**src/hdl/cts_params.svh**
```systemverilog
// charger supervisor constants: offsets, fields, resets, timing.
// assumes one 40 MHz clock.
`ifndef CTS_PARAMS_SVH
`define CTS_PARAMS_SVH

// ***
// register offsets
// ***
`define CTS_ADDR_ADC_CONTROL      8'h15
`define CTS_ADDR_ADC_DISABLE      8'h16
`define CTS_ADDR_STATUS           8'h20
`define CTS_ADDR_FLAG             8'h21

// ***
// fields and reset values
// ***
`define CTS_ADC_EN_BIT            7
`define CTS_ADC_RATE_BIT          6
`define CTS_ADC_CONTROL_RESET     8'h30
`define CTS_ADC_DISABLE_RESET     8'h00
`define CTS_ALL_DISABLED          8'hFF
`define CTS_CH_END                4'h8
`define CTS_OTG_SUSPEND_BUS       3'h0
`define CTS_TS_COLD               3'h1
`define CTS_TS_HOT                3'h2
`define CTS_TS_NORMAL             3'h0

// ***
// timing
// ***
`define CTS_CLOCK_MHZ             40
`define CTS_ALERT_PULSE_US        256
`define CTS_SECOND_CYCLES         40000000
`define CTS_BLINK_HZ              1
`define CTS_PRECHARGE_HOURS       2
`define CTS_SECONDS_PER_HOUR      3600

`endif

```
**src/hdl/cts_pkg.sv**
```systemverilog
// types shared by the charger supervisor.
// assumes nothing of its surroundings.
package cts_pkg;
    // adc sequencer states
    typedef enum logic [1:0] {
        CTS_ADC_IDLE,
        CTS_ADC_SEEK,
        CTS_ADC_CONV
    } cts_adc_state_type;
endpackage

```
**src/hdl/cts_supervisor.sv**
```systemverilog
// supervisory logic of a two-cell boost charger: safety timers, adc
// sequencer, status pins and the host alert pulse.
// assumes inputs synchronous to clock;
// the serial interface core decodes the register port.
//
// Functional notes
// otg suspended outside temperature window, reported
// timer expiry sets fault bit, alerts host
// timer off when disabled; duration programmable
// regulation halves the timer rate
// double-time bit off: full rate, count kept
// faults and supplement mode freeze timer
// restart or phase change clears timer
// two-hour precharge timer, same rules
// one-shot completion clears adc enable
// no supply or no channels: skip, clear
// mode change interrupts, resumes same channel
// high-impedance mode powers adc when converting
// disabled channel keeps result, finishes current
// continuous all-disabled stays armed; one-shot clears
// done status only in one-shot mode
// adc ignores faults; disable stops instantly
// host stops via one-shot or channels
// supply good needs all four input conditions
// charge pin low, high, or 1 Hz blink
// alert is 256 us low pulse, power-up too
// status rise sets flag, read clears it
// charging needs register bit and pin low
// half rate advances every second tick
`timescale 1ns/1ps
`default_nettype none
`include "cts_params.svh"

module cts_supervisor
    import cts_pkg::*;
#(
    parameter int ALERT_CYCLES  = `CTS_ALERT_PULSE_US * `CTS_CLOCK_MHZ,
    parameter int SECOND_CYCLES = `CTS_SECOND_CYCLES,
    parameter int BLINK_CYCLES  = `CTS_SECOND_CYCLES / (2 * `CTS_BLINK_HZ)
) (
    input  wire logic       clock,
    input  wire logic       reset,
    input  wire logic [7:0] reg_addr,
    input  wire logic [7:0] reg_wdata,
    input  wire logic       reg_write,
    input  wire logic       reg_read,
    output logic      [7:0] reg_rdata,
    input  wire logic [7:0] irq_mask,
    input  wire logic       charge_enable_bit,
    input  wire logic       charge_enable_pin_n,
    input  wire logic       charge_in_progress,
    input  wire logic       charge_complete,
    input  wire logic       timer_enable,
    input  wire logic [4:0] fast_charge_duration,
    input  wire logic       double_time_enable,
    input  wire logic       input_current_regulation,
    input  wire logic       input_voltage_regulation,
    input  wire logic       junction_thermal_regulation,
    input  wire logic       charge_fault,
    input  wire logic       supplement_mode,
    input  wire logic       recharge_start,
    input  wire logic       battery_below_lowv,
    output logic            timer_fault_status,
    output logic            charging_enabled,
    input  wire logic       reverse_buck_enable,
    input  wire logic       battery_cold,
    input  wire logic       battery_hot,
    input  wire logic [2:0] bus_source_in,
    output logic            otg_active,
    output logic      [2:0] bus_source_type,
    output logic      [2:0] thermistor_condition,
    input  wire logic       bus_above_uvlo,
    input  wire logic       battery_above_uvlo,
    input  wire logic       bus_below_ovp,
    input  wire logic       bus_not_poor,
    input  wire logic       source_detect_done,
    input  wire logic       high_impedance_mode,
    input  wire logic       adc_mode_change,
    input  wire logic       adc_conv_done,
    output logic            adc_convert,
    output logic      [2:0] adc_channel,
    output logic            adc_capture,
    output logic            adc_power_request,
    output logic            supply_good_status,
    output logic            supply_good_pin_n_out,
    output logic            supply_good_pin_n_oe,
    output logic            charge_pin_out,
    output logic            charge_pin_oe,
    output logic            alert_pin_n
);

    // ***
    // charge enable, otg window, supply good
    // ***
    logic otg_suspend;                          // temperature outside otg window
    logic chg_en_prev_reg, chg_en_prev_next;    // for enable-toggle detection
    logic pre_prev_reg, pre_prev_next;          // precharge phase last cycle

    // both enables
    assign charging_enabled = charge_enable_bit & ~charge_enable_pin_n;
    // otg suspend
    assign otg_suspend = reverse_buck_enable & (battery_cold | battery_hot);
    assign otg_active  = reverse_buck_enable & ~otg_suspend;
    assign bus_source_type = otg_suspend ? `CTS_OTG_SUSPEND_BUS : bus_source_in;
    assign thermistor_condition = !otg_suspend ? `CTS_TS_NORMAL :
                                  (battery_cold ? `CTS_TS_COLD : `CTS_TS_HOT);
    // supply good
    assign supply_good_status = bus_above_uvlo & bus_below_ovp & bus_not_poor & source_detect_done;
    assign supply_good_pin_n_out = 1'b0;
    assign supply_good_pin_n_oe  = supply_good_status;

    // ***
    // safety timers
    // ***
    logic [25:0] presc_reg, presc_next;         // cycles within one second
    logic [16:0] secs_reg, secs_next;           // elapsed timer seconds
    logic        half_reg, half_next;           // alternate-tick phase
    logic        tfault_reg, tfault_next;       // sticky timer fault
    logic        sec_tick;                      // one-second timebase
    logic        restart;                       // clears the count
    logic        running;                       // timer advancing allowed
    logic [16:0] limit;                         // expiry in seconds

    always_comb begin
        // limit: fixed precharge or programmed fast charge
        // precharge limit
        limit = battery_below_lowv ? 17'(`CTS_PRECHARGE_HOURS * `CTS_SECONDS_PER_HOUR)
                                   : 17'(fast_charge_duration * `CTS_SECONDS_PER_HOUR);
        // restart conditions
        restart = (charging_enabled & ~chg_en_prev_reg) | recharge_start |
                  (battery_below_lowv != pre_prev_reg);
        // disabled timer / R6 frozen
        running = timer_enable & charging_enabled & charge_in_progress &
                  ~charge_fault & ~supplement_mode & ~tfault_reg;
        sec_tick = (presc_reg == 26'(SECOND_CYCLES - 1));
        chg_en_prev_next = charging_enabled;
        pre_prev_next    = battery_below_lowv;
        presc_next = sec_tick ? 26'h0 : presc_reg + 26'h1;
        secs_next  = secs_reg;
        half_next  = half_reg;
        tfault_next = tfault_reg;
        if (restart) begin
            secs_next   = 17'h0;
            half_next   = 1'b0;
            tfault_next = 1'b0;
        end else if (running && sec_tick) begin
            // half rate in regulation, R5 unless double-time off, R23 alternate ticks
            if (double_time_enable && (input_current_regulation || input_voltage_regulation ||
                                       junction_thermal_regulation)) begin
                half_next = ~half_reg;
                if (half_reg) begin
                    secs_next = secs_reg + 17'h1;
                end
            end else begin
                secs_next = secs_reg + 17'h1;
            end
        end
        // expiry sets fault
        if (!restart && running && secs_reg >= limit) begin
            tfault_next = 1'b1;
        end
    end

    // register the timer group
    always_ff @(posedge clock or posedge reset) begin
        if (reset) begin
            presc_reg       <= 26'h0;
            secs_reg        <= 17'h0;
            half_reg        <= 1'b0;
            tfault_reg      <= 1'b0;
            chg_en_prev_reg <= 1'b0;
            pre_prev_reg    <= 1'b0;
        end else begin
            presc_reg       <= presc_next;
            secs_reg        <= secs_next;
            half_reg        <= half_next;
            tfault_reg      <= tfault_next;
            chg_en_prev_reg <= chg_en_prev_next;
            pre_prev_reg    <= pre_prev_next;
        end
    end
    assign timer_fault_status = tfault_reg;

    // ***
    // adc sequencer
    // ***
    cts_adc_state_type st_reg, st_next;         // sequencer state
    logic [7:0] ctl_reg, ctl_next;              // adc control register
    logic [7:0] dis_reg, dis_next;              // channel disable register
    logic [3:0] ch_reg, ch_next;                // current channel, 8 = cycle end
    logic       done_reg, done_next;            // one-shot done status
    logic [4:0] seek;                           // {found, index} of next channel

    // first enabled channel from start on; a late disable bit
    // spares the channel already converting
    function automatic logic [4:0] next_channel(input logic [7:0] dis, input logic [3:0] start);
        logic [4:0] res;
        res = 5'h0;
        for (int i = 7; i >= 0; i--) begin
            if (4'(i) >= start && !dis[i]) begin
                res = {1'b1, 4'(i)};
            end
        end
        return res;
    endfunction

    always_comb begin
        st_next   = st_reg;
        ctl_next  = ctl_reg;
        dis_next  = dis_reg;
        ch_next   = ch_reg;
        done_next = done_reg;
        seek      = next_channel(dis_reg, ch_reg);
        case (st_reg)
            CTS_ADC_IDLE: begin
                if (ctl_reg[`CTS_ADC_EN_BIT]) begin
                    st_next = CTS_ADC_SEEK;
                    ch_next = 4'h0;
                end
            end
            CTS_ADC_SEEK: begin
                if (adc_mode_change) begin
                    // held until mode change ends
                    st_next = CTS_ADC_SEEK;
                end else if (!bus_above_uvlo && !battery_above_uvlo) begin
                    // no supply: skip quietly
                    ctl_next[`CTS_ADC_EN_BIT] = 1'b0;
                    st_next = CTS_ADC_IDLE;
                end else if (seek[4]) begin
                    ch_next = seek[3:0];
                    st_next = CTS_ADC_CONV;
                end else if (dis_reg == `CTS_ALL_DISABLED) begin
                    // armed in continuous, cleared in one-shot (R10 no done)
                    ch_next = 4'h0;
                    if (ctl_reg[`CTS_ADC_RATE_BIT]) begin
                        ctl_next[`CTS_ADC_EN_BIT] = 1'b0;
                        st_next = CTS_ADC_IDLE;
                    end
                end else if (ctl_reg[`CTS_ADC_RATE_BIT]) begin
                    // one-shot complete clears enable
                    // done only in one-shot
                    ctl_next[`CTS_ADC_EN_BIT] = 1'b0;
                    done_next = 1'b1;
                    st_next = CTS_ADC_IDLE;
                end else begin
                    ch_next = 4'h0;
                end
            end
            CTS_ADC_CONV: begin
                // interrupted channel is redone after the change
                if (adc_mode_change) begin
                    st_next = CTS_ADC_SEEK;
                end else if (adc_conv_done) begin
                    ch_next = ch_reg + 4'h1;
                    st_next = CTS_ADC_SEEK;
                end
            end
            default: begin
                st_next = CTS_ADC_IDLE;
            end
        endcase
        // continuous reads done as zero
        if (!ctl_reg[`CTS_ADC_RATE_BIT]) begin
            done_next = 1'b0;
        end
        if (reg_write && reg_addr == `CTS_ADDR_ADC_DISABLE) begin
            dis_next = reg_wdata;
        end
        if (reg_write && reg_addr == `CTS_ADDR_ADC_CONTROL) begin
            ctl_next = reg_wdata;
            if (!reg_wdata[`CTS_ADC_EN_BIT]) begin
                // host disable stops at once
                st_next = CTS_ADC_IDLE;
            end else if (!ctl_reg[`CTS_ADC_EN_BIT]) begin
                done_next = 1'b0;
            end
        end
    end

    // register the adc group
    always_ff @(posedge clock or posedge reset) begin
        if (reset) begin
            st_reg   <= CTS_ADC_IDLE;
            ctl_reg  <= `CTS_ADC_CONTROL_RESET;
            dis_reg  <= `CTS_ADC_DISABLE_RESET;
            ch_reg   <= 4'h0;
            done_reg <= 1'b0;
        end else begin
            st_reg   <= st_next;
            ctl_reg  <= ctl_next;
            dis_reg  <= dis_next;
            ch_reg   <= ch_next;
            done_reg <= done_next;
        end
    end

    // results load only on a finished conversion;
    // disabled channels keep their last value
    assign adc_convert = (st_reg == CTS_ADC_CONV);
    assign adc_channel = ch_reg[2:0];
    assign adc_capture = adc_convert & adc_conv_done & ~adc_mode_change;
    // always powered outside high-impedance mode; in it, powered only while sequencing
    assign adc_power_request = (st_reg != CTS_ADC_IDLE) | ~high_impedance_mode;

    // ***
    // status, flags, alert pulse, charge pin
    // ***
    logic [7:0]  stat;                          // live status vector
    logic [7:0]  stat_prev_reg, stat_prev_next; // last cycle status
    logic [7:0]  flag_reg, flag_next;           // sticky flags
    logic [7:0]  rise;                          // rising edges of status
    logic [13:0] alert_reg, alert_next;         // pulse cycles left
    logic        ready_reg, ready_next;         // up after reset: interface ready
    logic [24:0] blink_cnt_reg, blink_cnt_next; // half-period counter
    logic        blink_reg, blink_next;         // 1 Hz square wave
    logic [7:0]  rdata_next;                    // read data

    always_comb begin
        stat = {ready_reg, junction_thermal_regulation, input_voltage_regulation,
                input_current_regulation, otg_suspend, done_reg, tfault_reg, supply_good_status};
        rise = stat & ~stat_prev_reg;
        stat_prev_next = stat;
        ready_next = 1'b1;
        // read clears, a new rise wins over the clear
        flag_next = flag_reg;
        if (reg_read && reg_addr == `CTS_ADDR_FLAG) begin
            flag_next = 8'h00;
        end
        flag_next = flag_next | rise;
        // fixed low pulse, retriggered
        // expiry alerts the same way
        if ((rise & ~irq_mask) != 8'h00) begin
            alert_next = 14'(ALERT_CYCLES);
        end else if (alert_reg != 14'h0) begin
            alert_next = alert_reg - 14'h1;
        end else begin
            alert_next = 14'h0;
        end
        // blink timebase
        if (blink_cnt_reg == 25'(BLINK_CYCLES - 1)) begin
            blink_cnt_next = 25'h0;
            blink_next = ~blink_reg;
        end else begin
            blink_cnt_next = blink_cnt_reg + 25'h1;
            blink_next = blink_reg;
        end
        case (reg_addr)
            `CTS_ADDR_ADC_CONTROL: rdata_next = ctl_reg;
            `CTS_ADDR_ADC_DISABLE: rdata_next = dis_reg;
            `CTS_ADDR_STATUS:      rdata_next = stat;
            `CTS_ADDR_FLAG:        rdata_next = flag_reg;
            default:               rdata_next = 8'h00;
        endcase
    end

    // register the status group
    always_ff @(posedge clock or posedge reset) begin
        if (reset) begin
            stat_prev_reg <= 8'h00;
            flag_reg      <= 8'h00;
            alert_reg     <= 14'h0;
            ready_reg     <= 1'b0;
            blink_cnt_reg <= 25'h0;
            blink_reg     <= 1'b0;
            reg_rdata     <= 8'h00;
        end else begin
            stat_prev_reg <= stat_prev_next;
            flag_reg      <= flag_next;
            alert_reg     <= alert_next;
            ready_reg     <= ready_next;
            blink_cnt_reg <= blink_cnt_next;
            blink_reg     <= blink_next;
            reg_rdata     <= rdata_next;
        end
    end

    assign alert_pin_n = (alert_reg == 14'h0);
    // charge indicator: blink on charge fault, timer fault or otg suspend, low while charging
    assign charge_pin_out = 1'b0;
    assign charge_pin_oe  = (charge_fault | tfault_reg | otg_suspend) ? blink_reg :
                            (charging_enabled & charge_in_progress & ~charge_complete);
endmodule
`default_nettype wire

```
**config.mk**
```make
export PLATFORM = sky130hd
export DESIGN_NAME = cts_supervisor
export DESIGN_NICKNAME = d
export VERILOG_FILES = /design/src/hdl/cts_pkg.sv /design/src/hdl/cts_supervisor.sv
export VERILOG_INCLUDE_DIRS = /design/src /design/src/hdl
export SDC_FILE = /design/constraint.sdc
export NUM_CORES = 1
export LEC_CHECK = 0
export BUFFER_PORTS_ARGS = -buffer_cell sky130_fd_sc_hd__buf_4
export CAP_MARGIN = 20
export CORE_ASPECT_RATIO = 0.9
export CORE_MARGIN = 3
export CORE_UTILIZATION = 53
export CTS_CLUSTER_DIAMETER = 60
export DETAILED_ROUTE_END_ITERATION = 12
export GPL_ROUTABILITY_DRIVEN = 0
export PLACE_DENSITY_LB_ADDON = 0.2
export SYNTH_ARGS = -nofsm -noshare
export SYNTH_HDL_FRONTEND = slang
export SYNTH_SLANG_ARGS = --single-unit
```
**constraint.sdc**
```tcl
create_clock -name clock -period 3.8 [get_ports clock]
set_input_delay 0 -clock clock [delete_from_list [all_inputs] [get_ports clock]]
set_output_delay 0 -clock clock [all_outputs]
set_load 0.005 [all_outputs]
```
* Word level (Yosys, flattened, before mapping) *
Index checks and enable logic that the tools add are counted.

cells by class
  $lt $le $gt $ge = 9
  multiplexer cells = 62
  multipliers = 1
  bitwise gates (word level) = 38
  reductions and logical operators = 44
  eq/ne operators = 19
  $add $sub $neg = 5

operator list
  operator                 count
  $mux W17                 5
  $mux W5                  8
  $mux W4                  8
  $pmux W8 S4              1
  $mux W14                 2
  $add A26 B1 Y26 const B  1
  $eq A26 B26 Y1 const B   1
  $mux W26                 1
  $add A25 B1 Y25 const B  1
  $eq A25 B25 Y1 const B   1
  $mux W25                 1
  $mux W2                  11
  $mux W1                  20
  $add A17 B1 Y17 const B  1
  $ge A17 B17 Y1           1
  $and A1 B1 Y1            16
  $and A8 B8 Y8            2
  $eq A8 B5 Y1 const B     2
  $eq A8 B6 Y1 const B     2
  $ge A3 B4 Y1 const A     4
  $logic_and A1 B1 Y1      16
  $mux W8                  2
  $not A8 Y8               2
  $logic_not A14 Y1        1
  30 further kinds         68

storage, ports and cells
  flip-flop bits (word level) = 135
  output and inout port bits = 29
  word-level logic and storage cells = 197
  input port bits = 60

* Longest topological paths before layout *
  depth after elaboration = 18
  depth in mapped cells = 16

* Least setup slack after synthesis *
OpenSTA, ideal clock, no wires.

  path kind = input to register
  from = input port fast_charge_duration[2]
  to = register tfault_reg, in the netlist timer_fault_status
  library setup time = 126 ps
  buffers on the path = 0
  data required time = 3674 ps
  cell stages on the path = 16
  setup slack = 839 ps
  arrival time = 2835 ps
  cells stage by stage = inv_1 -> fa_1 -> inv_1 -> ha_1 -> ha_1 -> ha_1 -> a21oi_1 -> o21bai_1 -> a21oi_1 -> xnor2_1 -> nand2b_1 -> ha_1 -> nor4_1 -> o21ai_0 -> a41oi_1 -> nor3_1

between the ends
  cells in the longest elaborated chain, start to end = 5
  elaborated cells on any way between the ends = 6
  those cells by class = mul: 1; order compare: 1; mux: 2; reduce/logical: 2

RTL lines
  what                                           line                   RTL
  start, declared                                cts_supervisor.sv:54   input wire logic [4:0] fast_charge_duration,
  $mul A5 B8 Y13 (no line) *                     n/a
  $mux W17 *                                     cts_supervisor.sv:127  limit = battery_below_lowv ? 17'(`CTS_PRECHARGE_HOURS * `CTS_SECONDS_PER_HOUR)
  $ge A17 B17 Y1 *                               cts_supervisor.sv:159  if (!restart && running && secs_reg >= limit) begin
  $logic_and A1 B1 Y1 *                          cts_supervisor.sv:159
  $mux W1 or $reduce_bool A2 Y1 (tied branches)  n/a
  end signal, assigned                           cts_supervisor.sv:177  tfault_reg <= tfault_next;
  end, declared                                  cts_supervisor.sv:118  logic tfault_reg, tfault_next;

Mark *: on every way between the ends. The rest lies on a longest branch, timed or not.
A chain may end at the register's enable or synchronous reset.

* Worst setup path in the final report *
Same ends and word-level chain as after synthesis.

==> results_tabular.tex <==
\begin{tabular}{lr}
\hline
Metric & Value \\
\hline
\multicolumn{2}{l}{\textbf{Synthesis}} \\
Cells after Synth & 753 \\
Main combinational cell family by area after synthesis & simple AND/OR/NAND/NOR gates \\
Sequential fraction of the synthesis area & 0.458 \\
Number of distinct library cells after synthesis & 61 \\
Async SR Flop Fraction & 1.00 \\
Number of flip-flops and latches in the synthesized netlist & 135 \\
Cell area after synthesis & 7380 sq um \\
Count of flip-flops with a built-in enable after synthesis & 0 \\
Post-Syn Area per Cell & 9.81 sq um \\
Post-Synth Simple-Gate Area & 0.227 \\
Post-synthesis xor/xnor area fraction & 0.0795 \\
Syn. warnings & 0 \\
Post-synthesis share of cell area spent on full adders, half adders and majority gates & 0.0827 \\
Portion of netlist area occupied by mux cells & 0.0271 \\
Top FF cell, synth & dfrtp\_1 \\
Compound-Gate Fraction of Synth Area & 0.0927 \\
\multicolumn{2}{l}{\textbf{Finish}} \\
Fill cell instance count of the final layout & 1024 \\
P\&R area growth vs syn & 22.6\% \\
Net total in the final layout & 970 \\
Final std cell area, no fill & 9050 sq um \\
Post-route core utilization & 0.670 \\
Largest register FFs & 26 \\
Layout cell share with drive strength beyond 1 & 0.168 \\
Final non-filler cell total & 1044 \\
Ant. Diodes & 0 \\
\multicolumn{2}{l}{\textbf{Job}} \\
Maximum capacitance violations & 0 \\
\multicolumn{2}{l}{\textbf{Clock tree}} \\
Number of buffers inserted during clock tree synthesis & 17 \\
Worst skew pair latency & 0.42 ns \\
TritonCTS clock tree & yes \\
Clk sink count & 135 \\
Deepest level of the CTS H-tree & 4 \\
Maximum number of buffers from clock root to sink & 2 \\
Cell at the root of the clock tree & clkbuf\_16 \\
Clock transition at the registers of the reported paths & 0.06 ns \\
\multicolumn{2}{l}{\textbf{Power and ir drop}} \\
Pwr/cell area & 451 nW/um\^{}2 \\
Power Total & 4.09 mW \\
Switching fraction of total power & 0.258 \\
Sequential share of power & 0.389 \\
Cell leakage power & 4.23 nW \\
Peak supply drop & 351 uV \\
Switching power total & 1.05 mW \\
Power Internal & 3.03 mW \\
Share of power burned in the clock network & 0.442 \\
Part of the power in combinational logic & 0.169 \\
\multicolumn{2}{l}{\textbf{STA}} \\
Fin crit share & 0.772 \\
Hold WS & 0.0139 ns \\
Finish-stage setup viols & 0 \\
Hold Violations, Final & 0 \\
Final slew viol count & 0 \\
Final period demand of the worst path & 2.93 ns \\
Fmax & 341 MHz \\
Measured slew at the worst slew-check pin & 0.980 ns \\
Minimum setup slack in the final design & 0.867 ns \\
Worst rel slew slack & 0.342 \\
Final TNS setup & 0 ns \\
Setup repair after global routing missed its margin & false \\
Post-Route Skew & 0.00861 ns \\
\multicolumn{2}{l}{\textbf{Global routing}} \\
Maximum number of pins on one net before global-route repair & 90 \\
Global-route usage over all layers & 0.218 \\
Number of antenna violations at the first check in global routing & 0 \\
Vias in the first global route & 5660 \\
Total congestion overflow after global routing & 0 \\
First-pass GRT wire length & 27200 um \\
\multicolumn{2}{l}{\textbf{Route}} \\
Vias per inst & 5.60 \\
Avg WL per Cell & 15.6 um \\
Vias & 5850 \\
Count of routing violations after the opening detailed-route iteration & 362 \\
Remaining antenna violation count after routing & 0 \\
Detailed-route DRC error count & 0 \\
First-pass detailed-route iteration total & 5 \\
Total length of routed wires & 16300 um \\
\multicolumn{2}{l}{\textbf{Worst hold path}} \\
Number of instances on the worst hold path & 3 \\
Type of the tightest min-delay check & primary input to flip-flop \\
\multicolumn{2}{l}{\textbf{Placement}} \\
Number of buffers added on ports & 85 \\
Placed wire-length estimate & 11500 um \\
Worst slack at placement & 0.472 ns \\
Placed instance area & 8160 sq um \\
Placed cells & 990 \\
\multicolumn{2}{l}{\textbf{Floorplanning}} \\
Floorplan die height & 118 um \\
Total Die Area & 15400 sq um \\
Width of the chip & 130 um \\
Row Count & 40 \\
Core region area & 13500 sq um \\
Starting utilization of the core area & 0.546 \\
I/O pin cnt & 89 \\
\multicolumn{2}{l}{\textbf{Critical path}} \\
Endpoint type of the worst setup path & flip-flop \\
Worst-path cell chain & buf\_4 > inv\_1 > fa\_1 > inv\_1 > ha\_1 > ha\_1 > ha\_1 > a21oi\_1 > o21bai\_1 > a21oi\_1 > xnor2\_1 > nand2b\_1 > ha\_1 > nor4\_1 > o21ai\_0 > a41oi\_1 > nor3\_1 \\
Critical Setup Path Class & primary input to flip-flop \\
Stage delay of the slowest cell on the critical path & 0.55 ns \\
Worst-path cell with the longest stage delay & fa\_1 \\
CP Launch Type & primary input \\
Number of cells traversed by the worst register-to-register path & 8 \\
Required arrival time at the worst endpoint & 4.08 ns \\
Crit-path leading delay family & adder cells \\
Crit path depth & 17 \\
Worst Path Buf+Inv & 3 \\
Arrival time of the worst setup path & 3.21 ns \\
Most repeated library cell on the critical path & ha\_1 \\
Maximum fanout along the worst path & 4 \\
\multicolumn{2}{l}{\textbf{Status}} \\
Result of the run & completed \\
\hline
\end{tabular}
==> final cells by class <==
| type | instances | area [sq um] | share of cell area |
|---|---|---|---|
| inverter | 35 | 134 | 0.0148 |
| tap | 168 | 210 | 0.0232 |
| multi-input combinational | 564 | 3770 | 0.417 |
| clock buffer | 20 | 457 | 0.0504 |
| sequential | 135 | 3380 | 0.373 |
| clock inverter | 12 | 199 | 0.0220 |
| timing repair buffer | 110 | 898 | 0.0992 |
==> layer usage <==
layer / wire length (um) / part of all wire / vias to the layer above / GRT usage
met1: 7500 / 0.46 / 2815 / 0.301
met5: 0 / 0 / - / 0
met2: 7770 / 0.48 / 151 / 0.345
li1: - / - / 2862 / -
met3: 745 / 0.046 / 22 / 0.0449
met4: 245 / 0.015 / 0 / 0.0688
==> cell usage after synthesis, types with 4 or more instances <==
cell / instances / area, sq um
mux2_2: 16 / 180
ha_1: 44 / 551
o31ai_1: 4 / 30.0
a21oi_1: 25 / 125
and2_1: 5 / 31.3
dfrtp_1: 133 / 3330
nor2_1: 75 / 282
and3_1: 7 / 43.8
o21a_1: 6 / 45.0
nor2b_1: 9 / 56.3
buf_4: 7 / 52.6
clkbuf_1: 13 / 48.8
nor4_1: 14 / 87.6
or3_1: 12 / 75.1
nand2_1: 71 / 267
a21o_1: 5 / 37.5
nor3b_1: 7 / 52.6
nand2b_1: 20 / 125
xnor2_1: 41 / 359
o21ai_0: 27 / 135
nand3_1: 28 / 140
nand4_1: 16 / 100
nor3_1: 27 / 135
xor2_1: 26 / 228
a22oi_1: 17 / 128
and4_1: 7 / 61.3
o22ai_1: 4 / 25.0
inv_1: 35 / 131
==> kinds of logic after synthesis <==
group	count (synthesis)
xor+xnor	67
mux	18
fa+ha+maj	47
flops	135
compound gates	108
buf+inv	56
simple gates	320
other cells	2
==> worst paths after layout <==
path / slack, ns / end / startpoint
hold reg to reg: 0.43 / stat_prev_reg[7] / ready_reg
min in group asynchronous: 0.09 / presc_reg[10] / reset
max in group asynchronous: 2.72 / presc_reg[8] / reset
setup / recovery: 0.87 / timer_fault_status / fast_charge_duration[2]
setup reg to reg: 0.99 / ch_reg[0] / ch_reg[1]
hold / removal: 0.01 / stat_prev_reg[3] / battery_cold
==> worst reg2reg max path: cells and delay by family, from the launching register on <==
kind,cells,cell delay [ns]
AO/OA/AOI/OAI,3,1.06
adder cells (fa/ha/maj),1,0.23
buffers and inverters,1,0.13
flip-flops,1,0.49
multiplexers,1,0.35
AND/OR/NAND/NOR,2,0.43
==> power groups by stage <==
stage                     sequential (mW)  combinational (mW)  clock (mW)
after CTS                            1.59               0.689        1.84
final                                1.59               0.690        1.81
after floorplan                      1.59               0.483           0
after detailed placement             1.61               0.667           0
after global routing                 1.60               0.784        1.92
after global placement               1.60               0.639           0
==> cell usage in the layout (no fill, tap or decap), types with 5 or more instances in the layout <==
cell type / n
xnor2_1: 41
nor4_1: 14
nand2_1: 71
dlygate4sd3_1: 21
nor3_1: 27
nor3b_1: 7
buf_4: 88
nor2b_1: 9
and3_1: 7
inv_1: 34
dfrtp_1: 133
o21a_1: 6
or3_1: 12
nand3_1: 28
xor2_1: 26
mux2_2: 16
bufinv_16: 5
nor2_1: 75
a21oi_1: 25
and4_1: 7
a21o_1: 5
o21ai_0: 27
clkbuf_16: 17
ha_1: 44
a22oi_1: 17
and2_1: 5
nand4_1: 16
nand2b_1: 20
==> repair_timing <==
action,4_1_cts,5_1_grt
gates resized for setup,0,0
endpoints found under the hold margin,121,0
setup buffers,0,0
endpoints found under the setup margin,0,0
hold buffers,21,0
(Power assumes the default switching activity.)
